$ cat src/fovr_pkg.sv
package fovr_pkg;

  // ==========================================================================
  // Register map.
  localparam logic [7:0] FOVR_ADDR_FET = 8'h00;
  localparam logic [7:0] FOVR_ADDR_LDO = 8'h01;

  // ==========================================================================
  // Field positions.
  localparam int FOVR_BIT_PRECHARGE_OFF    = 3;
  localparam int FOVR_BIT_CHARGE_OFF       = 2;
  localparam int FOVR_BIT_PREDISCHARGE_OFF = 1;
  localparam int FOVR_BIT_DISCHARGE_OFF    = 0;
  localparam int FOVR_BIT_LDO_EN           = 0;
  localparam int FOVR_LSB_LDO_SEL          = 1;

  // ==========================================================================
  // Reset values.
  localparam logic [3:0] FOVR_RST_FET = 4'h0;
  localparam logic [3:0] FOVR_RST_LDO = 4'h0;

  // ==========================================================================
  // Regulator output levels.
  typedef enum logic [2:0] {
    FOVR_LVL_1V8,
    FOVR_LVL_2V5,
    FOVR_LVL_3V0,
    FOVR_LVL_3V3,
    FOVR_LVL_5V0
  } fovr_level_t;

  // Requests from the turn-on logic and the gated driver controls.
  typedef struct packed {
    logic precharge_fet;
    logic charge_fet;
    logic predischarge_fet;
    logic discharge_fet;
  } fovr_fet_t;

endpackage

$ cat src/fovr_level_dec.sv
`timescale 1ns/10ps
`default_nettype none
module fovr_level_dec
  import fovr_pkg::*;
(
  input  wire logic [2:0] sel,   // Level-select code.
  output fovr_level_t     level  // Decoded output level.
);

  // ==========================================================================
  // Codes 0 to 3 share the lowest level.
  always_comb begin
    unique case (sel)
      3'h4:    level = FOVR_LVL_2V5;
      3'h5:    level = FOVR_LVL_3V0;
      3'h6:    level = FOVR_LVL_3V3;
      3'h7:    level = FOVR_LVL_5V0;
      default: level = FOVR_LVL_1V8;
    endcase
  end

endmodule
`default_nettype wire

$ cat src/fovr_ctrl.sv
// Overview of operation
// - Bit 3 of the override register holds the precharge driver off.
// - Bit 2 of the override register holds the charge driver off.
// - Bit 1 of the override register holds the predischarge driver off.
// - Bit 0 of the override register holds the discharge driver off.
// - A clear force-off bit passes its driver's turn-on request unchanged.
// - Regulator bits 3 to 1 select 1.8V for codes 0 to 3 and 2.5V for 4.
// - Regulator codes 5, 6 and 7 select 3V, 3.3V and 5V.
// - Regulator bit 0 enables the regulator when one.
//
// The register offsets and the strobed register port are this design's own decisions.
`timescale 1ns/10ps
`default_nettype none
module fovr_ctrl
  import fovr_pkg::*;
(
  input  wire logic       mclk,        // System clock, 250 MHz.
  input  wire logic       rst_n,       // Synchronous reset, active low.
  input  wire logic [7:0] addr,        // Register address.
  input  wire logic [7:0] wdata,       // Write data.
  input  wire logic       wr,          // Write strobe.
  input  wire logic       rd,          // Read strobe.
  output logic      [7:0] rdata,       // Read data, cycle after rd.
  input  wire fovr_fet_t  fet_req,     // Turn-on requests.
  output fovr_fet_t       fet_drv,     // Gated driver controls.
  output logic            ldo_one_enable,    // Regulator enable.
  output fovr_level_t     ldo_one_level      // Regulator level.
);

  // ==========================================================================
  // Register state.
  logic [3:0]  fet_q, fet_d;
  logic [3:0]  ldo_q, ldo_d;
  logic [7:0]  rdata_d;
  fovr_fet_t   drv_d;
  fovr_level_t lvl_d;
  logic        precharge_force_off;
  logic        charge_force_off;
  logic        predischarge_force_off;
  logic        discharge_force_off;
  logic [2:0]  ldo_one_level_sel;

  assign precharge_force_off    = fet_q[FOVR_BIT_PRECHARGE_OFF];
  assign charge_force_off       = fet_q[FOVR_BIT_CHARGE_OFF];
  assign predischarge_force_off = fet_q[FOVR_BIT_PREDISCHARGE_OFF];
  assign discharge_force_off    = fet_q[FOVR_BIT_DISCHARGE_OFF];
  assign ldo_one_level_sel      = ldo_q[FOVR_LSB_LDO_SEL +: 3];

  fovr_level_dec u_dec (
    .sel   (ldo_one_level_sel),
    .level (lvl_d)
  );

  // Writes keep only bits 3 to 0; reads zero-fill the upper nibble.
  always_comb begin
    fet_d   = fet_q;
    ldo_d   = ldo_q;
    rdata_d = 8'h00;
    if (wr && addr == FOVR_ADDR_FET) begin
      fet_d = wdata[3:0];
    end
    if (wr && addr == FOVR_ADDR_LDO) begin
      ldo_d = wdata[3:0];
    end
    if (rd && addr == FOVR_ADDR_FET) begin
      rdata_d = {4'h0, fet_q};
    end
    if (rd && addr == FOVR_ADDR_LDO) begin
      rdata_d = {4'h0, ldo_q};
    end
  end

  // Driver gating: a set force-off bit wins over any request.
  always_comb begin
    drv_d.precharge_fet    = fet_req.precharge_fet
                             & ~precharge_force_off;
    drv_d.charge_fet       = fet_req.charge_fet
                             & ~charge_force_off;
    drv_d.predischarge_fet = fet_req.predischarge_fet
                             & ~predischarge_force_off;
    drv_d.discharge_fet    = fet_req.discharge_fet
                             & ~discharge_force_off;
  end

  // Register everything; outputs come straight from flops.
  always_ff @(posedge mclk) begin
    if (!rst_n) begin
      fet_q          <= FOVR_RST_FET;
      ldo_q          <= FOVR_RST_LDO;
      rdata          <= 8'h00;
      fet_drv        <= '0;
      ldo_one_enable <= 1'b0;
      ldo_one_level  <= FOVR_LVL_1V8;
    end else begin
      fet_q          <= fet_d;
      ldo_q          <= ldo_d;
      rdata          <= rdata_d;
      fet_drv        <= drv_d;
      ldo_one_enable <= ldo_q[FOVR_BIT_LDO_EN];
      ldo_one_level  <= lvl_d;
    end
  end
endmodule
`default_nettype wire

$ cat config.mk
export PLATFORM = sky130hd
export DESIGN_NAME = fovr_ctrl
export DESIGN_NICKNAME = d
export VERILOG_FILES = /design/src/fovr_pkg.sv /design/src/fovr_level_dec.sv /design/src/fovr_ctrl.sv
export SDC_FILE = /design/constraint.sdc
export NUM_CORES = 1
export LEC_CHECK = 0
export ABC_AREA = 1
export BUFFER_PORTS_ARGS = -buffer_cell sky130_fd_sc_hd__buf_2
export CORE_MARGIN = 3
export CORE_UTILIZATION = 39
export DETAILED_ROUTE_END_ITERATION = 7
export PLACE_DENSITY = 0.8
export SYNTH_ARGS = -nofsm -noshare
export SYNTH_HDL_FRONTEND = slang
export SYNTH_SLANG_ARGS = --single-unit
$ cat constraint.sdc
create_clock -name mclk -period 0.8 [get_ports mclk]
set_input_delay 0.04 -clock mclk [delete_from_list [all_inputs] [get_ports mclk]]
set_output_delay 0.04 -clock mclk [all_outputs]
set_load 0.02 [all_outputs]
### Yosys cells after proc, flatten, opt, wreduce, memory -nomap -nowiden

Cells that the tools add are included.

* logic and storage cells: 33
* flip-flop bits (word level): 24
* output and inout bits: 16

* muxes and demuxes: 3
* equality and inequality tests: 5
* bitwise operators: 9
* reductions and logical operators: 6

Operator list (count)
* == test 3 bit (second input constant): 4
* case mux 3 bit (4 select lines): 1
* == test 8 x 1 -> 1 bit (second input constant): 1
* logical NOT 8 bit: 1
* two-way mux 4 bit: 2
* inverter 1 bit: 5
* AND 1 bit: 4
* logical AND 1 bit: 4
* OR reduction 2 bit: 1

### Depth between registers and ports, before layout

* depth in word-level cells: 4
* depth in mapped cells: 7
* mapped depth without buffers: 7

### Hierarchy

A second synthesis with hierarchy kept.

* cell total of the unflattened synthesis: 123
* area total of the unflattened synthesis: 862.1 µm²

By module, submodules not included
* fovr_ctrl: times used 1, area each 835.8 µm², sequential area each 400.4 µm², cells each 116
* fovr_level_dec: times used 1, area each 26.3 µm², sequential area each 0.0 µm², cells each 7

### Worst setup path after synthesis

Ideal clock, no wire load.

* path kind: reg-to-reg
* from: register ldo_q[1]
* to: register ldo_one_level[1]
* stages on the path, launching flop included: 4
* library setup time: 0.087 ns
* path slack: -0.059 ns
* arrival time: 0.772 ns
* path buffers: 0
* required time: 0.713 ns
* cells stage by stage: dfxtp_1 -> nand2_1 -> or3_1 -> o31ai_1

* word-level cells in the longest chain between the ends: 2
* elaborated cells on any way between the ends: 5
* classes of those cells: eq/ne: 4; mux: 1

Ends and longest elaborated chain
* start, declared: line fovr_ctrl.sv:33 `logic [3:0] ldo_q, ldo_d;`
* start signal, assigned: line fovr_ctrl.sv:96 `ldo_q <= ldo_d;`
* == test 3 bit: line fovr_level_dec.sv:13 `unique case (sel)`
* case mux 3 bit (4 select lines) *: line fovr_level_dec.sv:13
* end signal, assigned: line fovr_ctrl.sv:100 `ldo_one_level <= lvl_d;`
* end, declared: line fovr_ctrl.sv:27 `output fovr_level_t ldo_one_level`

Every way passes the cells marked *; elsewhere a longest branch is shown, timed or not.
A chain may end at the register's enable or synchronous reset.

### Worst setup path after layout

* from: register ldo_q[3]
* to: register ldo_one_level[1]

Same word-level chain as after synthesis.

==> impl_metrics.ini <==
[outcome]
outcome = complete, but fails checks
violations = setup timing

[sta]
clock-skew-final_ns = 0.000980
post-route-min-period_ns = 0.877
finalSetupViolations = 2
fin_hold_ws_ns = 0.00683
hold_viol = 0
totalNegativeSetupSlack_ns = -0.0837
max_freq_ghz = 1.14
finalCritPeriodShare_pct = 110
drv_slew = 0
rsz0062_at_grt = true
final.setup.worst_slack_ns = -0.0773

[route]
ant_nets = 0
drc = 0
dr.pass1.iters = 4
wl_per_cell_um = 11.4
vias = 791
wirelength_um = 1920
viasPerCell = 4.71
drtIter0Drc = 11

[setup_path]
critPathKind = flip-flop to flip-flop
critPathTopFamily = simple AND/OR/NAND/NOR gates
cp.arrival_ns = 1.09
cp.depth = 3
reg2reg_depth = 3
worst_setup_path_start_kind = flip-flop
crit_path_cell_trace = nand2_2 > or3_4 > o31ai_4
regToRegStartpoint = ldo_q[3]$_SDFFE_PN0P_
critical_path_buf_inv_count = 0
slowest_delay_ns = 0.34
reg2reg_slack_ns = -0.08
worstReg2RegEnd = ldo_one_level[1]$_SDFF_PN0_
crit_required_ns = 1.01
end_kind = flip-flop
critPathSlowestCell = dfxtp_2
crit_fanout = 2

[clock_tree]
cts.clk_slew.worst_paths_ns = 0.10
numCtsBuffers = 3
cts-root-buf = clkbuf_4
cts.sinks = 20
htreeDepth = 1
cts_tree = done
clock_path_buffers = 2
clk-insertion-delay-late_ns = 0.29

[synth]
synthArstFlopShare_pct = 0
syn-cell-area_sq_um = 813
synth_compound_area_share_pct = 8.31
seq_area_frac_synth_pct = 49.2
yosysWarningCount = 0
synth-xor-area-share_pct = 0
syn-mean-instance-area_sq_um = 8.21
synthFlopType = dfxtp_1
synth_top_cell_by_area = dfxtp_1
synth-simple-area-share_pct = 34.0
synth_top_area_share_pct = 49.2
synth_fa_ha_area_share_pct = 0
yosys-mux-area-fraction_pct = 0
synth_cell_type_count = 22
synth_edf_count = 0
ys_seq_elements = 20
synth.area.top_cells = dfxtp_1, nor2_1, nand2_1
synth_top_family_by_area = simple AND/OR/NAND/NOR gates
syn_inst = 99

[die]
die_h_um = 51.7
die_x_um = 51.7
dieArea_sq_um = 2670
rows = 15
start_util_pct = 44.2
ioPinCount = 40
core-area_sq_um = 1840

[grt]
antenna_found_initial = 0
grt.total_usage_pct = 13.8
grt_pass1_vias = 716
grt_pass1_wl_um = 2750
grt_max_degree = 14
grt.overflow.total = 0

[cells_and_area]
area_growth_pct = 49.8
layout_commonest_cell = buf_2
drive_gt1_share_pct = 51.7
final_util_pct = 66.3
mostFrequentLayoutCells = buf_2, nor2_1, dfxtp_2, nand2_1, buf_6
nets = 169
num_antenna_cells = 0
design_area_sq_um = 1220
fillCellCount = 157

[placement]
dp.final_hpwl_um = 1350
gp_congestion = 0.779
portBuffers = 31
dpl_cell_area_sq_um = 1030

[worst_hold_path]
hold_path_end = fet_q[0]$_SDFFE_PN0P_
whs_path_depth = 3
hold_path_class = input port to flip-flop
hold_path.startpoint = wdata[0]

[job]
maxCapViolCount = 0

[pwr]
leakagePower_nw = 0.563
peakVddDrop_mv = 0.837
cellPowerDensity_nw_per_um2 = 1360
-- state kept, by name, summed over array words and instances, names as in the netlist --
signal / flops
ldo_one_level: 3
fet_drv: 4
rdata: 4
ldo_one_enable: 1
fet_q: 4
ldo_q: 4
-- power by group --
part	total, mW	switching, mW	internal [mW]
registers	1.01	0.00526	1.01
clock network	0.443	0.268	0.175
logic	0.200	0.109	0.0907
-- synthesized netlist by cell type (2+ instances only) --
cell	instances
o21ai_1	3
nand2_2	3
a21oi_1	6
dfxtp_1	20
nand3_1	9
nor2_2	3
nor2_1	16
o21ai_0	3
nand2_4	2
nand2_1	14
inv_1	6
buf_4	4
-- stage by stage --
stage	setup slack, ns	instances	total power [mW]
floorplan	-0.0216	102	1.13
global placement	-0.128	160	1.20
detailed placement	-0.144	160	1.20
CTS	-0.0544	167	1.65
global route	-0.104	168	1.72
finish	-0.0773	168	1.66
-- cell families (layout without fill, tap and decap cells) --
| kind of cell | after synthesis | in the layout |
|---|---|---|
| other | 1 | 4 |
| DFF | 20 | 20 |
| AOI/OAI and AO/OA | 13 | 13 |
| buffers and inverters | 12 | 53 |
| and+or+nand+nor | 53 | 53 |
-- layout make-up --
type | count | area (sq um) | area share [%]
Clock buffer | 3 | 22.5 | 1.85
Multi-Input combinational cell | 70 | 388 | 31.8
Tap cell | 25 | 31.3 | 2.57
Timing Repair Buffer | 43 | 327 | 26.8
Inverter | 7 | 31.3 | 2.57
Sequential cell | 20 | 419 | 34.4
-- repair_timing --
item                                    CTS  global route
endpoints found under the setup margin   11            14
gates resized for setup                  11            31
buffers inserted                          0             1
endpoints found under the hold margin     4             0
hold buffers                              4             0
cloned                                    0             0
-- tightest hold or removal path: stages --
cell	delay [ns]
buf_2	0.10
o21ai_1	0.06
nor2_1	0.07
-- worst max-delay path by stage --
stage	from	end	slack, ns
floorplan	ldo_q[1]$_SDFFE_PN0P_	ldo_one_level[1]$_SDFF_PN0_	-0.02
detailed placement	addr[7]	fet_q[2]$_SDFFE_PN0P_	-0.14
global route	ldo_q[3]$_SDFFE_PN0P_	ldo_one_level[1]$_SDFF_PN0_	-0.10
finish	ldo_q[3]$_SDFFE_PN0P_	ldo_one_level[1]$_SDFF_PN0_	-0.08
global placement	addr[5]	fet_q[2]$_SDFFE_PN0P_	-0.13
CTS	ldo_q[3]$_SDFFE_PN0P_	ldo_one_level[1]$_SDFF_PN0_	-0.05
-- layer usage --
layer  track usage [%]  part of all wire, %  routed length [um]
met1              15.5                   40                 761
met2              23.7                   50                 956
met3              3.15                  8.2                 157
met4              7.86                  2.1                  41
met5                 0                    0                   0
No activity file was read; power rests on OpenSTA's default activity.
